`config.mk`:
```
export PLATFORM = sky130hd
export DESIGN_NAME = pirq_flags
export DESIGN_NICKNAME = d
export VERILOG_FILES = /design/src/rtl/pirq_pkg.sv /design/src/rtl/pirq_flags.sv
export SDC_FILE = /design/constraint.sdc
export NUM_CORES = 1
export LEC_CHECK = 0
export ABC_AREA = 1
export BUFFER_PORTS_ARGS = -buffer_cell sky130_fd_sc_hd__buf_2
export CAP_MARGIN = 10
export CORE_MARGIN = 1.5
export CORE_UTILIZATION = 30
export CTS_CLUSTER_DIAMETER = 100
export DETAILED_ROUTE_END_ITERATION = 8
export PLACE_DENSITY = 0.47
export SYNTH_ARGS = -nofsm -noshare
export SYNTH_HDL_FRONTEND = slang
export SYNTH_SLANG_ARGS = --single-unit
```
`constraint.sdc`:
```
create_clock -name sys_clk -period 1.6 [get_ports sys_clk]
set_input_delay 0.08 -clock sys_clk [delete_from_list [all_inputs] [get_ports sys_clk]]
set_output_delay 0.08 -clock sys_clk [all_outputs]
set_load 0.1 [all_outputs]
```
`src/rtl/pirq_pkg.sv`:
```
// constants, carriers and register map of the peripheral interrupt flag block
//==============================================================
// Overview of operation
// RULE_01: an enable bit set lets its request flag raise the interrupt; clear masks it
// RULE_02: request flags set on their event whatever the enable bits say
// RULE_03: software clears pending flags before setting their enables
// RULE_04: pin-change flag is read-only OR of per-pin flags, edge-masked per pin
// RULE_05: timer0 flag sets on overflow, holds until software writes zero
// RULE_06: external pin flag sets on its event, holds until software clears it
// RULE_07: timer1 gate flag sets when the gate closes
// RULE_08: converter flag sets on conversion done, software may clear it
// RULE_09: receive flag is read-only, one while receive buffer holds data
// RULE_10: transmit flag is read-only, one while transmit buffer is empty
// RULE_11: sync serial flag sets on transfer or bus condition done, holds
// RULE_12: bus collision flag sets on collision, holds until cleared
// RULE_13: timer2 flag sets on period match, holds until cleared
// RULE_14: timer1 overflow flag sets on overflow, holds until cleared
// RULE_15: enable register 3 holds eight read/write enables, oscillator fail at top
// RULE_16: enable register 4 holds eight read/write enables, wavegen2 at top
// RULE_17: every enable and request bit resets to zero
// RULE_18: request 0 bits 7-6 and 3-1 ignore writes, read zero
// RULE_19: software sets peripheral enable in control register before any interrupt; here control holds only edge select, request is not gated by it
// RULE_20: external flag uses rising edge if edge select is one, else falling
// RULE_21: pending is flag and enable; OR of pending drives the request
// RULE_22: a hardware set beats a software clear in the same cycle
package pirq_pkg;
   localparam int ADDR_W = 8;
   //==============================================================
   // register offsets
   localparam logic [ADDR_W-1:0] OFS_ENABLE_3 = 8'h00;
   localparam logic [ADDR_W-1:0] OFS_ENABLE_4 = 8'h04;
   localparam logic [ADDR_W-1:0] OFS_REQUEST_0 = 8'h08;
   localparam logic [ADDR_W-1:0] OFS_REQUEST_1 = 8'h0C;
   localparam logic [ADDR_W-1:0] OFS_ENABLE_0 = 8'h10;
   localparam logic [ADDR_W-1:0] OFS_ENABLE_1 = 8'h14;
   localparam logic [ADDR_W-1:0] OFS_RISE_EN = 8'h18;
   localparam logic [ADDR_W-1:0] OFS_FALL_EN = 8'h1C;
   localparam logic [ADDR_W-1:0] OFS_PIN_FLAGS = 8'h20;
   localparam logic [ADDR_W-1:0] OFS_CONTROL = 8'h24;
   //==============================================================
   // field positions
   localparam int REQ0_TIMER0_BIT = 5;
   localparam int REQ0_PINCHG_BIT = 4;
   localparam int REQ0_EXT_BIT = 0;
   localparam int REQ1_GATE_BIT = 7;
   localparam int REQ1_CONV_BIT = 6;
   localparam int REQ1_RX_BIT = 5;
   localparam int REQ1_TX_BIT = 4;
   localparam int REQ1_SYNC_BIT = 3;
   localparam int REQ1_BCOL_BIT = 2;
   localparam int REQ1_TMR2_BIT = 1;
   localparam int REQ1_TMR1_BIT = 0;
   localparam int CTRL_EDGE_BIT = 0;
   localparam logic [7:0] REQ0_IMPL_MASK = 8'h31;
   localparam logic [7:0] REQ0_STORE_MASK = 8'h21;
   localparam logic [7:0] REQ1_STORE_MASK = 8'hCF;
   //==============================================================
   // reset values and bus answers
   localparam logic [7:0] RST_BYTE = 8'h00;
   localparam logic [31:0] RST_WORD = 32'h0000_0000;
   localparam logic [1:0] RESP_OKAY = 2'h0;
   localparam logic [1:0] RESP_SLVERR = 2'h2;
   //==============================================================
   // carriers
   typedef enum logic [3:0] {SEL_EN3, SEL_EN4, SEL_REQ0, SEL_REQ1, SEL_EN0, SEL_EN1,
                             SEL_RISE, SEL_FALL, SEL_PINF, SEL_CTRL, SEL_NONE} pirq_sel_type;
   typedef enum logic {WR_COLLECT, WR_RESP} pirq_wr_state_type;
   typedef struct packed {
      logic awvalid;
      logic [ADDR_W-1:0] awaddr;
      logic wvalid;
      logic [31:0] wdata;
      logic [3:0] wstrb;
      logic bready;
      logic arvalid;
      logic [ADDR_W-1:0] araddr;
      logic rready;
   } pirq_axi_req_type;
   typedef struct packed {
      logic awready;
      logic wready;
      logic bvalid;
      logic [1:0] bresp;
      logic arready;
      logic rvalid;
      logic [31:0] rdata;
      logic [1:0] rresp;
   } pirq_axi_rsp_type;
   typedef struct packed {
      logic timer0_ovf;
      logic ext_pin;
      logic timer1_gate_closed;
      logic conversion_done;
      logic rx_not_empty;
      logic tx_empty;
      logic sync_serial_done;
      logic bus_collision;
      logic timer2_match;
      logic timer1_ovf;
   } pirq_evt_type;
endpackage

```
`src/rtl/pirq_flags.sv`:
```
// peripheral interrupt enable and request registers behind an axi4-lite slave
`timescale 1ns/1ps
module pirq_flags
   import pirq_pkg::*;
#(
   parameter int PIN_COUNT = 16
) (
   input wire logic sys_clk,
   input wire logic reset,
   input wire pirq_axi_req_type axi_req,
   output pirq_axi_rsp_type axi_rsp,
   input wire pirq_evt_type evt,
   input wire logic [PIN_COUNT-1:0] pin_level,
   output logic [7:0] enable3_out,
   output logic [7:0] enable4_out,
   output logic periph_irq_req
);
   //==============================================================
   // helpers
   function automatic pirq_sel_type reg_sel(input logic [ADDR_W-1:0] a);
      case (a)
         OFS_ENABLE_3: reg_sel = SEL_EN3;
         OFS_ENABLE_4: reg_sel = SEL_EN4;
         OFS_REQUEST_0: reg_sel = SEL_REQ0;
         OFS_REQUEST_1: reg_sel = SEL_REQ1;
         OFS_ENABLE_0: reg_sel = SEL_EN0;
         OFS_ENABLE_1: reg_sel = SEL_EN1;
         OFS_RISE_EN: reg_sel = SEL_RISE;
         OFS_FALL_EN: reg_sel = SEL_FALL;
         OFS_PIN_FLAGS: reg_sel = SEL_PINF;
         OFS_CONTROL: reg_sel = SEL_CTRL;
         default: reg_sel = SEL_NONE;
      endcase
   endfunction

   function automatic logic [31:0] merge(input logic [31:0] old, input logic [31:0] d, input logic [3:0] s);
      logic [31:0] m;
      m = {{8{s[3]}}, {8{s[2]}}, {8{s[1]}}, {8{s[0]}}};
      merge = (old & ~m) | (d & m);
   endfunction

   //==============================================================
   // state
   pirq_wr_state_type wr_state_q, wr_state_d;
   logic aw_held_q, aw_held_d, w_held_q, w_held_d;
   logic [ADDR_W-1:0] aw_addr_q;
   logic [31:0] w_data_q;
   logic [3:0] w_strb_q;
   logic awready_q, awready_d, wready_q, wready_d;
   logic bvalid_q, bvalid_d, arready_q, arready_d, rvalid_q, rvalid_d;
   logic [1:0] bresp_q, rresp_q;
   logic [31:0] rdata_q;
   logic [7:0] en0_q, en1_q, en3_q, en4_q, req0_q, req1_q;
   logic [7:0] en0_d, en1_d, en3_d, en4_d, req0_d, req1_d;
   logic [PIN_COUNT-1:0] rise_q, fall_q, pinf_q, pin_prev_q;
   logic [PIN_COUNT-1:0] rise_d, fall_d, pinf_d;
   logic ctrl_edge_q, ctrl_edge_d, ext_prev_q, irq_q;

   //==============================================================
   // write channel decode
   wire aw_take = axi_req.awvalid & awready_q;
   wire w_take = axi_req.wvalid & wready_q;
   wire wr_go = (wr_state_q == WR_COLLECT) & aw_held_q & w_held_q;
   wire pirq_sel_type wsel = reg_sel(aw_addr_q);
   wire wr_en3 = wr_go & (wsel == SEL_EN3);
   wire wr_en4 = wr_go & (wsel == SEL_EN4);
   wire wr_req0 = wr_go & (wsel == SEL_REQ0);
   wire wr_req1 = wr_go & (wsel == SEL_REQ1);
   wire wr_en0 = wr_go & (wsel == SEL_EN0);
   wire wr_en1 = wr_go & (wsel == SEL_EN1);
   wire wr_rise = wr_go & (wsel == SEL_RISE);
   wire wr_fall = wr_go & (wsel == SEL_FALL);
   wire wr_pinf = wr_go & (wsel == SEL_PINF);
   wire wr_ctrl = wr_go & (wsel == SEL_CTRL);

   // write handshake sequencing
   always_comb begin
      wr_state_d = wr_state_q;
      bvalid_d = bvalid_q;
      if (wr_go) begin
         wr_state_d = WR_RESP;
         bvalid_d = 1'b1;
      end else if (wr_state_q == WR_RESP && axi_req.bready) begin
         wr_state_d = WR_COLLECT;
         bvalid_d = 1'b0;
      end
      aw_held_d = wr_go ? 1'b0 : (aw_held_q | aw_take);
      w_held_d = wr_go ? 1'b0 : (w_held_q | w_take);
      awready_d = (wr_state_d == WR_COLLECT) & ~aw_held_d;
      wready_d = (wr_state_d == WR_COLLECT) & ~w_held_d;
   end

   // write channel registers
   always_ff @(posedge sys_clk) begin
      if (reset) begin
         wr_state_q <= WR_COLLECT;
         aw_held_q <= 1'b0;
         w_held_q <= 1'b0;
         awready_q <= 1'b0;
         wready_q <= 1'b0;
         bvalid_q <= 1'b0;
      end else begin
         wr_state_q <= wr_state_d;
         aw_held_q <= aw_held_d;
         w_held_q <= w_held_d;
         awready_q <= awready_d;
         wready_q <= wready_d;
         bvalid_q <= bvalid_d;
      end
   end

   // captured address, data and answer code
   always_ff @(posedge sys_clk) begin
      if (reset) begin
         aw_addr_q <= '0;
         w_data_q <= RST_WORD;
         w_strb_q <= 4'h0;
         bresp_q <= RESP_OKAY;
      end else begin
         if (aw_take) aw_addr_q <= axi_req.awaddr;
         if (w_take) w_data_q <= axi_req.wdata;
         if (w_take) w_strb_q <= axi_req.wstrb;
         if (wr_go) bresp_q <= (wsel == SEL_NONE) ? RESP_SLVERR : RESP_OKAY;
      end
   end

   //==============================================================
   // event detection
   wire ext_rise = evt.ext_pin & ~ext_prev_q;
   wire ext_fall = ~evt.ext_pin & ext_prev_q;
   wire ext_evt = ctrl_edge_q ? ext_rise : ext_fall; // RULE_20
   wire [PIN_COUNT-1:0] pin_det = (pin_level & ~pin_prev_q & rise_q) | (~pin_level & pin_prev_q & fall_q); // RULE_04
   wire pin_change_any = |pinf_q; // RULE_04
   wire [7:0] set0 = {2'h0, evt.timer0_ovf, 4'h0, ext_evt}; // RULE_05 RULE_06
   wire [7:0] set1 = {evt.timer1_gate_closed, evt.conversion_done, 2'h0, evt.sync_serial_done,
                      evt.bus_collision, evt.timer2_match, evt.timer1_ovf}; // RULE_07 RULE_11 RULE_12 RULE_13 RULE_14
   wire [7:0] req0_view = req0_q | {3'h0, pin_change_any, 4'h0}; // RULE_18
   wire [7:0] req1_view = req1_q | {2'h0, evt.rx_not_empty, evt.tx_empty, 4'h0}; // RULE_09 RULE_10
   wire pending = |(req0_view & en0_q) | |(req1_view & en1_q); // RULE_01 RULE_21

   //==============================================================
   // next values of the register file, hardware set over software write
   always_comb begin
      en3_d = wr_en3 ? 8'(merge({24'h0, en3_q}, w_data_q, w_strb_q)) : en3_q; // RULE_15
      en4_d = wr_en4 ? 8'(merge({24'h0, en4_q}, w_data_q, w_strb_q)) : en4_q; // RULE_16
      en0_d = (wr_en0 ? 8'(merge({24'h0, en0_q}, w_data_q, w_strb_q)) : en0_q) & REQ0_IMPL_MASK;
      en1_d = wr_en1 ? 8'(merge({24'h0, en1_q}, w_data_q, w_strb_q)) : en1_q;
      req0_d = (set0 | (wr_req0 ? 8'(merge({24'h0, req0_q}, w_data_q, w_strb_q)) : req0_q))
               & REQ0_STORE_MASK; // RULE_02 RULE_18 RULE_22
      req1_d = (set1 | (wr_req1 ? 8'(merge({24'h0, req1_q}, w_data_q, w_strb_q)) : req1_q))
               & REQ1_STORE_MASK; // RULE_02 RULE_08 RULE_22
      rise_d = wr_rise ? PIN_COUNT'(merge(32'(rise_q), w_data_q, w_strb_q)) : rise_q;
      fall_d = wr_fall ? PIN_COUNT'(merge(32'(fall_q), w_data_q, w_strb_q)) : fall_q;
      pinf_d = pin_det | (wr_pinf ? PIN_COUNT'(merge(32'(pinf_q), w_data_q, w_strb_q)) : pinf_q); // RULE_22
      ctrl_edge_d = (wr_ctrl & w_strb_q[0]) ? w_data_q[CTRL_EDGE_BIT] : ctrl_edge_q;
   end

   // register file, pin edge enables, pin flags and edge select
   always_ff @(posedge sys_clk) begin
      if (reset) begin // RULE_17
         en0_q <= RST_BYTE;
         en1_q <= RST_BYTE;
         en3_q <= RST_BYTE;
         en4_q <= RST_BYTE;
         req0_q <= RST_BYTE;
         req1_q <= RST_BYTE;
         rise_q <= '0;
         fall_q <= '0;
         pinf_q <= '0;
         ctrl_edge_q <= 1'b0;
      end else begin
         en0_q <= en0_d;
         en1_q <= en1_d;
         en3_q <= en3_d;
         en4_q <= en4_d;
         req0_q <= req0_d;
         req1_q <= req1_d;
         rise_q <= rise_d;
         fall_q <= fall_d;
         pinf_q <= pinf_d;
         ctrl_edge_q <= ctrl_edge_d;
      end
   end

   // previous pin levels and registered interrupt request
   always_ff @(posedge sys_clk) begin
      if (reset) begin
         ext_prev_q <= 1'b0;
         pin_prev_q <= '0;
         irq_q <= 1'b0;
      end else begin
         ext_prev_q <= evt.ext_pin;
         pin_prev_q <= pin_level;
         irq_q <= pending; // RULE_21
      end
   end

   //==============================================================
   // read channel
   wire ar_take = axi_req.arvalid & arready_q;
   wire pirq_sel_type rsel = reg_sel(axi_req.araddr);
   logic [31:0] rd_mux;
   always_comb begin
      case (rsel)
         SEL_EN3: rd_mux = {24'h0, en3_q};
         SEL_EN4: rd_mux = {24'h0, en4_q};
         SEL_REQ0: rd_mux = {24'h0, req0_view};
         SEL_REQ1: rd_mux = {24'h0, req1_view};
         SEL_EN0: rd_mux = {24'h0, en0_q};
         SEL_EN1: rd_mux = {24'h0, en1_q};
         SEL_RISE: rd_mux = 32'(rise_q);
         SEL_FALL: rd_mux = 32'(fall_q);
         SEL_PINF: rd_mux = 32'(pinf_q);
         SEL_CTRL: rd_mux = {31'h0, ctrl_edge_q};
         default: rd_mux = RST_WORD;
      endcase
      rvalid_d = ar_take | (rvalid_q & ~axi_req.rready);
      arready_d = ~rvalid_d;
   end

   // read answer registers
   always_ff @(posedge sys_clk) begin
      if (reset) begin
         arready_q <= 1'b0;
         rvalid_q <= 1'b0;
         rdata_q <= RST_WORD;
         rresp_q <= RESP_OKAY;
      end else begin
         arready_q <= arready_d;
         rvalid_q <= rvalid_d;
         if (ar_take) rdata_q <= rd_mux;
         if (ar_take) rresp_q <= (rsel == SEL_NONE) ? RESP_SLVERR : RESP_OKAY;
      end
   end

   //==============================================================
   // outputs
   assign axi_rsp = '{awready: awready_q, wready: wready_q, bvalid: bvalid_q, bresp: bresp_q,
                      arready: arready_q, rvalid: rvalid_q, rdata: rdata_q, rresp: rresp_q};
   assign enable3_out = en3_q;
   assign enable4_out = en4_q;
   assign periph_irq_req = irq_q;

   //==============================================================
   // checks
   AST_REQ0_UNIMPL: assert property (@(posedge sys_clk) disable iff (reset) // RULE_18
      (req0_view & ~REQ0_IMPL_MASK) == 8'h00) else $error("request 0 unimplemented bit set");
   AST_TIMER0_SET: assert property (@(posedge sys_clk) disable iff (reset) // RULE_05
      evt.timer0_ovf |=> req0_q[REQ0_TIMER0_BIT]) else $error("timer0 flag not set");
   AST_TIMER0_HOLD: assert property (@(posedge sys_clk) disable iff (reset) // RULE_05
      req0_q[REQ0_TIMER0_BIT] && !wr_req0 |=> req0_q[REQ0_TIMER0_BIT]) else $error("timer0 flag lost");
   AST_SET1_FLAGS: assert property (@(posedge sys_clk) disable iff (reset) // RULE_02
      (set1 != 8'h00) |=> ((req1_q & $past(set1)) == $past(set1))) else $error("request 1 event lost");
   AST_SET_WINS: assert property (@(posedge sys_clk) disable iff (reset) // RULE_22
      wr_req1 && w_strb_q[0] && !w_data_q[REQ1_TMR1_BIT] && evt.timer1_ovf |=> req1_q[REQ1_TMR1_BIT])
      else $error("clear beat set");
   AST_PINCHG_OR: assert property (@(posedge sys_clk) disable iff (reset) // RULE_04
      req0_view[REQ0_PINCHG_BIT] == (pinf_q != '0)) else $error("pin change flag wrong");
   AST_EXT_EDGE: assert property (@(posedge sys_clk) disable iff (reset) // RULE_20
      !ctrl_edge_q && ext_prev_q && !evt.ext_pin |=> req0_q[REQ0_EXT_BIT]) else $error("falling edge missed");
   AST_RX_LIVE: assert property (@(posedge sys_clk) disable iff (reset) // RULE_09
      req1_view[REQ1_RX_BIT] == evt.rx_not_empty) else $error("receive flag wrong");
   AST_TX_LIVE: assert property (@(posedge sys_clk) disable iff (reset) // RULE_10
      req1_view[REQ1_TX_BIT] == evt.tx_empty) else $error("transmit flag wrong");
   AST_IRQ_MASKED: assert property (@(posedge sys_clk) disable iff (reset) // RULE_01
      en0_q == 8'h00 && en1_q == 8'h00 |=> !periph_irq_req) else $error("masked source interrupted");
   AST_IRQ_PENDING: assert property (@(posedge sys_clk) disable iff (reset) // RULE_21
      req1_q[REQ1_TMR2_BIT] && en1_q[REQ1_TMR2_BIT] |=> periph_irq_req) else $error("pending not raised");
   AST_RESET_ZERO: assert property (@(posedge sys_clk) // RULE_17
      reset |=> en3_q == 8'h00 && en4_q == 8'h00 && req0_q == 8'h00 && req1_q == 8'h00)
      else $error("register not cleared by reset");
   AST_EN3_WRITE: assert property (@(posedge sys_clk) disable iff (reset) // RULE_15
      wr_en3 && w_strb_q[0] |=> en3_q == $past(w_data_q[7:0])) else $error("enable 3 write lost");
endmodule

```
---- Yosys cells after proc, flatten, opt, wreduce, memory -nomap -nowiden ----
Index checks and enable logic that the tools add are counted.
storage, ports and cells
  word-level logic and storage cells ...... 157
  input port bits ......................... 85
  memories kept ........................... 0
  RAM bits ................................ 0
  bits in read-only memories .............. 0
  bits in latches ......................... 0
  register bits after elaboration ......... 174
operators by class
  multiplexer cells ....................... 15
  $add $sub $neg .......................... 0
  reductions and logical operators ........ 9
  equality and inequality tests ........... 38
  bitwise gates (word level) .............. 67
  multiply operators ...................... 0
  divide/modulo/power cells ............... 0
  shift-type cells ........................ 0
  magnitude comparators ................... 0
operators with widths
  kind                  count
  $pmux W16 S10         1
  $and A16 B16 Y16      8
  $or A16 B16 Y16       5
  $pmux W4 S10          2
  $eq A8 B5 Y1 const B  8
  $not A16 Y16          3
  $and A8 B8 Y8         5
  $or A8 B8 Y8          5
  $eq A4 B3 Y1 const B  8
  $eq A8 B4 Y1 const B  4
  $eq A8 B6 Y1 const B  4
  $eq A4 B4 Y1 const B  6
  $and A1 B1 Y1         21
  $or A6 B6 Y6          3
  $eq A4 B2 Y1 const B  4
  $eq A8 B3 Y1 const B  2
  $logic_not A8 Y1      2
  $mux W16              1
  $reduce_or A16 Y1     1
  $reduce_or A8 Y1      2
  $and A6 B6 Y6         2
  $and A8 B6 Y8         1
  $eq A4 B1 Y1 const B  2
  $logic_not A4 Y1      2
  10 further kinds      27

---- Logic depth before layout (Yosys ltp) ----
Gate-level depths: netlist (run 1).
  depth in word-level cells ............... 6
  mapped depth ............................ 11
  gate-level depth less buffers ........... 11

---- Worst setup path after synthesis (run 1) ----
No wires, ideal clock.
  path kind ............................... reg2reg
  from .................................... register (tool-made name)
  to ...................................... register rdata_q[4]
  stages on the path, launching flop included .. 6
  data arrival time ....................... 1.437 ns
  path slack .............................. 0.092 ns
  required time ........................... 1.530 ns
  library setup time ...................... 0.070 ns
  clock period less this slack ............ 1.508 ns
  path buffers ............................ 0
  cell sequence ........................... dfxtp_1 and3_1 nor2_1 nand3_1 nand2_1 a21oi_1
RTL lines
  item                  line               RTL
  to (signal assigned)  pirq_flags.sv:231  if (ar_take) rdata_q <= rd_mux;
  to (decl)             pirq_flags.sv:52   logic [31:0] rdata_q;

==> results.json, run 1 <==
{
  "status": "finished, final reports clean",
  "tns_ns": 0,
  "cp.arrival_ns": 1.84,
  "layout-area-overhead-vs-synth_pct": 30.0,
  "drtPass1Iterations": 5,
  "startpoint_type": "flop",
  "synth_cell_types": 36,
  "final-seq-area_um2": 3080,
  "fin_crit_ns": 1.48,
  "intPower_w": 0.00650,
  "fin_crit_sh_pct": 92.8,
  "post-route-util_pct": 39.9,
  "yosysTopAreaCellShare_pct": 42.7,
  "crit_fanout": 9,
  "ir_worst_vdd_mv": 0.491,
  "required_ns": 1.96,
  "pre_cts_slack_ns": 0.0940,
  "slew_violations": 0,
  "routabilityCongestion": 0.846,
  "wirelength_um": 22600,
  "fin_nets": 1296,
  "placed_cells": 1455,
  "syn_avg_cell_area_um2": 6.93,
  "finClkSkew_ns": 0.0119,
  "ys_top_cells_by_area": "dfxtp_1, nand2_1, a21oi_1",
  "maxCapViolations": 0,
  "yosys.cell_count.top_type": "nand2_1",
  "setup_viol": 0,
  "n_antenna_cell": 0,
  "post-route-drc-count": 0,
  "core_um2": 23500,
  "die_area_um2": 25000,
  "grt_remaining_overflow": 0,
  "cts_tree": "yes",
  "synth_edf_count": 0,
  "hold_violations": 0,
  "vias_per_cell": 4.52,
  "p_leak_nw": 3.97,
  "placement_rows": 56,
  "pwr-share-comb_pct": 11.7,
  "first_global_vias": 6329,
  "avgRoutedWirePerCell_um": 14.6,
  "start_util_pct": 30.7,
  "path_class": "reg2reg",
  "async_reset_ff_share_pct": 0,
  "power_frac_clock_pct": 43.7,
  "multiInputGateArea_um2": 3430,
  "power_density_nw_per_um2": 962,
  "synthCells": 1042,
  "switching_share_pct": 28.1,
  "cts.sink_count": 154,
  "grt_pass1_wl_um": 35300,
  "portBuffers": 106,
  "grtUsageTotal_pct": 18.7,
  "hold_class": "in2reg",
  "worst_slew_pin_slew_ns": 0.508,
  "final_cell_area_um2": 9390,
  "clock.fmax_mhz": 674,
  "synthTopCellsByCount": "nand2_1, dfxtp_1, nor2_1, inv_1, a21oi_1",
  "grt_max_degree": 102,
  "hpwlAfterDp_um": 15900,
  "synthesis.area_um2": 7230,
  "p_sw_w": 0.00254,
  "finalNonFillerCells": 1543,
  "dpl_cell_area_um2": 8240,
  "clk_latency_ns": 0.43,
  "slew_headroom_pct": 66.2,
  "yosysTopAreaCell": "dfxtp_1",
  "clk_pin_slew_ns": 0.07,
  "fillers": 2545,
  "yosysWarnings": 0,
  "yosysSeqAreaShare_pct": 42.7,
  "pin_count": 143,
  "antenna_found_initial": 0,
  "die_x_um": 158,
  "vias": 6970,
  "p_seq_share_pct": 44.6,
  "drive_gt1_share_pct": 18.9,
  "clock_path_buffers": 2,
  "worst_setup_path_end_kind": "flop",
  "die_y_um": 158,
  "numCtsBuffers": 17,
  "drtAntennaViolNets": 0,
  "htreeDepth": 4,
  "synth-seq-cells": 154,
  "ys.flop_type": "dfxtp_1",
  "first_iter_violations": 448,
  "finalWorstSetupSlack_ns": 0.116,
  "clk_root_buffer_cell": "clkbuf_16"
}
power groups by stage:
stage	clock network, W	registers, W	logic [W]
2_1_floorplan	0	0.00411	0.000694
4_1_cts	0.00403	0.00403	0.00105
6_report	0.00395	0.00403	0.00106
5_1_grt	0.00420	0.00404	0.00116
3_5_place_dp	0	0.00411	0.000955
3_3_place_gp	0	0.00411	0.000955
layout make-up:
| type | count | area share [%] |
|---|---|---|
| Clock inverter | 12 | 1.24 |
| Tap cell | 319 | 4.25 |
| Clock buffer | 20 | 4.86 |
| Timing Repair Buffer | 194 | 15.6 |
| Inverter | 115 | 4.79 |
| Multi-Input combinational cell | 729 | 36.5 |
| Sequential cell | 154 | 32.8 |
placed cells by master, fill, tap and decap left out, drive strengths merged:
| master | Yosys | routed |
|---|---|---|
| a221oi | 2 | 2 |
| buf | 39 | 142 |
| dfxtp | 154 | 154 |
| a211oi | 2 | 2 |
| conb | 1 | 18 |
| o211ai | 23 | 23 |
| nor3 | 13 | 13 |
| o2111ai | 1 | 1 |
| and3 | 2 | 2 |
| nand2 | 313 | 313 |
| clkbuf | 22 | 20 |
| dlygate4sd3 | 0 | 52 |
| inv | 110 | 114 |
| a31oi | 17 | 17 |
| nand3 | 33 | 33 |
| a21oi | 85 | 85 |
| nand3b | 7 | 7 |
| nand4 | 5 | 5 |
| clkinvlp | 0 | 5 |
| o21ai | 82 | 82 |
| clkinv | 5 | 7 |
| nor2 | 126 | 126 |
| bufinv | 0 | 1 |
critical path, cell delays in order, from the launching register on:
cell,delay [ns]
dfxtp_1,0.34
nor2_4,0.17
nand3_1,0.20
nor2_2,0.20
nand3_4,0.15
clkinv_2,0.16
nand2_1,0.07
a21oi_1,0.12
stage by stage:
stage	hold slack, ns	total power, W
6_report	0.0466	0.00904
5_1_grt	0.0538	0.00940
4_1_cts	0.0291	0.00911
3_5_place_dp	0.288	0.00507
3_3_place_gp	0.295	0.00507
2_1_floorplan	0.179	0.00480
cells by family (layout without fill, tap and decap cells):
logic type,after synthesis,in the layout,share of synthesized area [%]
flip-flops,154,154,42.7
other,1,18,0.0519
AO/OA/AOI/OAI,212,212,16.0
AND/OR/NAND/NOR,499,499,30.4
buffers and inverters,176,341,10.9
worst paths after layout:
path           startpoint              to  slack (ns)  depth (start not counted)
max          aw_addr_q[1]            flop        0.12                          7
min                evt[4]  periph_irq_req        0.05                          3
max reg2reg  aw_addr_q[1]            flop        0.12                          7
min reg2reg    rdata_q[0]      rdata_q[0]        0.46                          2
metal layers:
metal | share of wire, % | wire, um | vias up | global-route usage, %
li1 | - | - | 3644 | -
met1 | 52 | 11700 | 3130 | 28.1
met2 | 42 | 9560 | 176 | 27.4
met3 | 4.7 | 1060 | 20 | 3.12
met4 | 1.2 | 269 | 0 | 4.76
met5 | 0 | 0 | - | 0
repair_timing:
| action | CTS | global route |
|---|---|---|
| buffers inserted | 0 | 4 |
| setup endpoints to repair | 0 | 40 |
| endpoints found under the hold margin | 54 | 0 |
| hold buffers | 52 | 0 |
| resized for setup | 0 | 8 |
(Power assumes the default switching activity.)
==> inputs of run 2 (changes only) <==
--- a/config.mk
+++ b/config.mk
@@ -12,7 +12,7 @@
 export CORE_UTILIZATION = 30
 export CTS_CLUSTER_DIAMETER = 100
 export DETAILED_ROUTE_END_ITERATION = 8
-export PLACE_DENSITY = 0.47
+export PLACE_DENSITY = 0.48
 export SYNTH_ARGS = -nofsm -noshare
 export SYNTH_HDL_FRONTEND = slang
 export SYNTH_SLANG_ARGS = --single-unit
==> constraint.sdc (replaced) <==
create_clock -name sys_clk -period 1.3 [get_ports sys_clk]
set_input_delay 0.26 -clock sys_clk [delete_from_list [all_inputs] [get_ports sys_clk]]
set_output_delay 0.26 -clock sys_clk [all_outputs]
set_load 0.1 [all_outputs]
==> results.json, run 2 (synthesis gave the netlist of run 1 again) <==
{
  "drtAntennaViolNets": 0,
  "startpoint_type": "flop",
  "first_iter_violations": 397,
  "clk_pin_slew_ns": 0.06,
  "crit_fanout": 7,
  "n_antenna_cell": 0,
  "slew_headroom_pct": 62.1,
  "clk_latency_ns": 0.43,
  "fillers": 2408,
  "crit_chain": "nor2_4 > buf_6 > nand3_4 > inv_2 > nand3_2 > nor3_4 > buf_6 > nand2_2 > a21oi_2",
  "status": "finished, violations left",
  "critPathMaxStageDelay_ns": 0.33,
  "finalWorstSetupSlack_ns": -0.199,
  "final_common_cell": "nand2_1",
  "post-route-drc-count": 0,
  "cpMaxStageDelayCell": "dfxtp_2",
  "wirelength_um": 23600,
  "hold_class": "in2reg",
  "final.hold.worst_slack_ns": 0.0264,
  "r2r_cells": 9,
  "maxCapViolations": 0,
  "drive_gt1_share_pct": 36.7,
  "ir_worst_vdd_mv": 0.807,
  "setup_viol": 81,
  "first_global_vias": 6522,
  "clock.fmax_mhz": 667,
  "power_density_nw_per_um2": 1090,
  "cts_tree": "yes",
  "holdCritStartpoint": "axi_req[10]",
  "tns_ns": -11.29,
  "drtPass1Iterations": 5,
  "finClkSkew_ns": 0.00979,
  "fin_nets": 1310,
  "placement_rows": 56,
  "grt_remaining_overflow": 0,
  "violations": "negative setup slack",
  "worst_slew_pin_slew_ns": 0.569,
  "fin_crit_ns": 1.50,
  "wl_met1_um": 11600,
  "numCtsBuffers": 17,
  "path_class": "reg2reg",
  "finalNonFillerCells": 1557,
  "routabilityCongestion": 0.869,
  "die_y_um": 158,
  "met2_length_um": 10400,
  "hold_violations": 0,
  "reg2reg_slack_ns": -0.20,
  "pin_count": 143,
  "cp.arrival_ns": 1.85,
  "vias_per_cell": 4.60,
  "wl_met3_um": 1170,
  "portBuffers": 106,
  "core_um2": 23500,
  "vias": 7166,
  "grt_pass1_wl_um": 36000,
  "post-route-util_pct": 45.7,
  "cts.sink_count": 154,
  "htreeDepth": 4,
  "final_cell_mix": "nand2_1, dfxtp_1, nor2_1, inv_1, buf_4",
  "clk_root_buffer_cell": "clkbuf_16",
  "placed_cells": 1508,
  "slew_violations": 0,
  "die_x_um": 158,
  "grt_max_degree": 102,
  "rsz0062_at_grt": "true",
  "start_util_pct": 30.7,
  "avgRoutedWirePerCell_um": 15.1,
  "layout-area-overhead-vs-synth_pct": 48.8,
  "timing.rr.start": "aw_addr_q[0]",
  "fin_crit_sh_pct": 115,
  "holdPathStages": 2,
  "worst_setup_path_end_kind": "flop",
  "antenna_found_initial": 0,
  "grtUsageTotal_pct": 19.1,
  "worst_path_most_repeated_cell": "buf_6",
  "top_layer_used": "met4",
  "required_ns": 1.65,
  "die_area_um2": 25000,
  "holdPathEnd": "bvalid_q",
  "p_leak_nw": 4.39,
  "hpwlAfterDp_um": 17200,
  "clock_path_buffers": 2
}
## run 2: worst max-delay path, delay by kind of cell (launching register included)
family,cells,cell delay (ns)
buf+inv,3,0.40
simple gates,5,0.55
compound gates,1,0.13
flops,1,0.33
## run 2: through the flow
step | setup WS (ns) | power (W) | instance area (um^2)
floorplan | -0.0285 | 0.00591 | 7320
global placement | -0.371 | 0.00643 | 9270
detailed placement | -0.400 | 0.00643 | 9270
CTS | -0.175 | 0.0117 | 10200
global route | -0.309 | 0.0121 | 10800
finish | -0.199 | 0.0117 | 10800
## run 2: timing repair
item | CTS | global route
buffers inserted | 5 | 9
gates cloned | 2 | 2
hold buffers | 0 | 0
pin swaps | 29 | 24
hold endpoints to repair | 0 | 0
setup endpoints to repair | 93 | 109
gates resized for setup | 73 | 135
## run 2: report_power, final
part / internal, W / switching, W / total, W
registers: 0.00483 / 0.000112 / 0.00495
logic: 0.000534 / 0.00102 / 0.00155
clock network: 0.00320 / 0.00198 / 0.00518
## run 2: area by class of cell
cell class	count	area (um^2)	area share, %
Timing Repair Buffer	205	2110	19.6
Timing Repair inverter	1	16.3	0.151
Clock buffer	19	433	4.03
Sequential cell	154	3150	29.3
Inverter	115	495	4.61
Clock inverter	13	176	1.64
Tap cell	319	399	3.71
Multi-Input combinational cell	731	3980	37.0
## run 2: metal layers
metal	vias up	track usage, %
li1	3678	-
met5	-	0
met1	3286	27.7
met3	24	3.45
met4	0	5.16
met2	178	28.9
## run 2: how the worst max path moves through the flow
stage	startpoint	end	slack (ns)	depth (start not counted)
2_1_floorplan	aw_addr_q[0]	flop	-0.03	8
3_3_place_gp	axi_req[7]	rdata_q[0]	-0.37	12
3_5_place_dp	axi_req[7]	rdata_q[0]	-0.40	12
4_1_cts	aw_addr_q[0]	flop	-0.18	9
5_1_grt	aw_addr_q[6]	flop	-0.31	10
6_report	aw_addr_q[0]	flop	-0.20	9
==> inputs of run 3 (changes only) <==
--- a/config.mk
+++ b/config.mk
@@ -5,14 +5,14 @@
 export SDC_FILE = /design/constraint.sdc
 export NUM_CORES = 1
 export LEC_CHECK = 0
-export ABC_AREA = 1
+export ABC_AREA = 0
 export BUFFER_PORTS_ARGS = -buffer_cell sky130_fd_sc_hd__buf_2
 export CAP_MARGIN = 10
 export CORE_MARGIN = 1.5
 export CORE_UTILIZATION = 30
 export CTS_CLUSTER_DIAMETER = 100
 export DETAILED_ROUTE_END_ITERATION = 8
-export PLACE_DENSITY = 0.48
+export PLACE_DENSITY = 0.49
 export SYNTH_ARGS = -nofsm -noshare
 export SYNTH_HDL_FRONTEND = slang
 export SYNTH_SLANG_ARGS = --single-unit
==> constraint.sdc (replaced) <==
create_clock -name sys_clk -period 1.3 [get_ports sys_clk]
set_input_delay 0.195 -clock sys_clk [delete_from_list [all_inputs] [get_ports sys_clk]]
set_output_delay 0.195 -clock sys_clk [all_outputs]
set_load 0.1 [all_outputs]
==> results.json, run 3 <==
{
  "first_global_vias": 6054,
  "wirelength_um": 22000,
  "clk_root_buffer_cell": "clkbuf_16",
  "required_ns": 1.58,
  "final_cell_mix": "dfxtp_1, buf_4, nand2_1, a21oi_1, buf_2",
  "crit_fanout": 8,
  "tns_ns": -39.84,
  "yosysTopAreaCellShare_pct": 45.4,
  "placed_cells": 1235,
  "die_x_um": 153,
  "die_area_um2": 23500,
  "fin_crit_ns": 1.95,
  "ir_worst_vdd_mv": 0.938,
  "clk_pin_slew_ns": 0.06,
  "maxCapViolations": 0,
  "slew_violations": 0,
  "antenna_found_initial": 0,
  "power_density_nw_per_um2": 1090,
  "worst_setup_path_end_kind": "flop",
  "synthCells": 782,
  "status": "finished, violations left",
  "hold_class": "in2reg",
  "worst_slew_pin_slew_ns": 0.616,
  "yosys.cell_count.top_type": "dfxtp_1",
  "vias": 6379,
  "n_antenna_cell": 0,
  "violations": "negative setup slack",
  "post-route-drc-count": 0,
  "htreeDepth": 4,
  "routabilityCongestion": 0.823,
  "setup_viol": 88,
  "finClkSkew_ns": 0.0119,
  "grt_pass1_wl_um": 34300,
  "synth-seq-cells": 154,
  "async_reset_ff_share_pct": 0,
  "synthesis.area_um2": 6790,
  "rsz0062_at_grt": "true",
  "cp.arrival_ns": 2.22,
  "fin_nets": 1073,
  "synthTopCellsByCount": "dfxtp_1, nand2_1, a21oi_1, mux2i_1, nor2_1",
  "slew_headroom_pct": 58.8,
  "syn_avg_cell_area_um2": 8.68,
  "grt_max_degree": 53,
  "path_class": "reg2reg",
  "yosysTopAreaCell": "dfxtp_1",
  "drtPass1Iterations": 5,
  "p_leak_nw": 4.00,
  "hold_violations": 0,
  "core_um2": 22000,
  "fin_crit_sh_pct": 150,
  "clock.fmax_mhz": 513,
  "hpwlAfterDp_um": 16300,
  "layout-area-overhead-vs-synth_pct": 51.0,
  "power.total_w": 0.0112,
  "final_common_cell": "dfxtp_1",
  "placement_rows": 54,
  "final_cell_area_um2": 10200,
  "cts.sink_count": 154,
  "portBuffers": 106,
  "grt_remaining_overflow": 0,
  "pin_count": 143,
  "finalNonFillerCells": 1281,
  "startpoint_type": "flop",
  "synth_cell_types": 54,
  "drive_gt1_share_pct": 39.2,
  "cts_tree": "yes",
  "numCtsBuffers": 17,
  "vias_per_cell": 4.98,
  "finalWorstSetupSlack_ns": -0.648,
  "dpl_cell_area_um2": 9060,
  "grtUsageTotal_pct": 18.9,
  "fillers": 2153,
  "yosysSeqAreaShare_pct": 45.4,
  "clock_path_buffers": 2,
  "die_y_um": 153,
  "synth_edf_count": 0,
  "ys_top_cells_by_area": "dfxtp_1, mux2i_1, nand2_1",
  "drtAntennaViolNets": 0,
  "clk_latency_ns": 0.42,
  "avgRoutedWirePerCell_um": 17.2,
  "first_iter_violations": 326,
  "start_util_pct": 30.8,
  "ys.flop_type": "dfxtp_1",
  "yosysWarnings": 0
}
-- run 3: layout make-up --
type	count	area [um^2]	area share (%)
Tap cell	280	350	3.42
Sequential cell	154	3130	30.5
Clock buffer	24	482	4.70
Clock inverter	8	93.8	0.916
Multi-Input combinational cell	573	3900	38.1
Timing Repair Buffer	242	2290	22.4
-- run 3: worst max-delay path: stages, from the launching register on --
cell	delay (ns)
dfxtp_2	0.32
or4_4	0.56
or4b_4	0.51
buf_8	0.17
mux2i_1	0.15
a31oi_1	0.10
-- run 3: kinds of logic after synthesis --
group	synth area share, %
multiplexers	9.64
flip-flops	45.4
AO/OA/AOI/OAI	15.0
other	0.0553
buffers and inverters	5.51
AND/OR/NAND/NOR	24.3
-- run 3: what timing repair did --
item | 4_1_cts | 5_1_grt
endpoints found under the hold margin | 3 | 0
setup endpoints to repair | 104 | 101
hold buffers | 3 | 0
pin swaps | 39 | 17
cloned | 1 | 0
setup buffers | 8 | 4
gates resized for setup | 85 | 42
-- run 3: per-layer routing --
metal / routed length (um) / track usage [%]
met1: 10900 / 27.3
met3: 948 / 2.64
met4: 376 / 6.33
met2: 9830 / 28.9
met5: 0 / 0
-- run 3: metrics by stage --
stage	setup slack, ns	hold slack [ns]	utilization [%]
global route	-0.705	0.0172	46.5
global placement	-0.625	0.430	41.1
finish	-0.648	0.0178	46.5
CTS	-0.640	0.000659	45.8
detailed placement	-0.677	0.443	41.1
floorplan	-0.546	0.323	-
-- run 3: path summary, 6_finish.rpt --
kind	endpoint	slack, ns	from	cells past startpoint
max	pinf_q[14]	-0.65	aw_addr_q[7]	5
min	w_data_q[10]	0.02	axi_req[25]	3
max reg2reg	pinf_q[14]	-0.65	aw_addr_q[7]	5
min reg2reg	w_strb_q[1]	0.47	w_strb_q[1]	2
-- run 3: where the power goes --
part | switching [W] | internal (W)
clock network | 0.00195 | 0.00297
logic | 0.000834 | 0.000480
registers | 0.000117 | 0.00481
total | 0.00290 | 0.00826
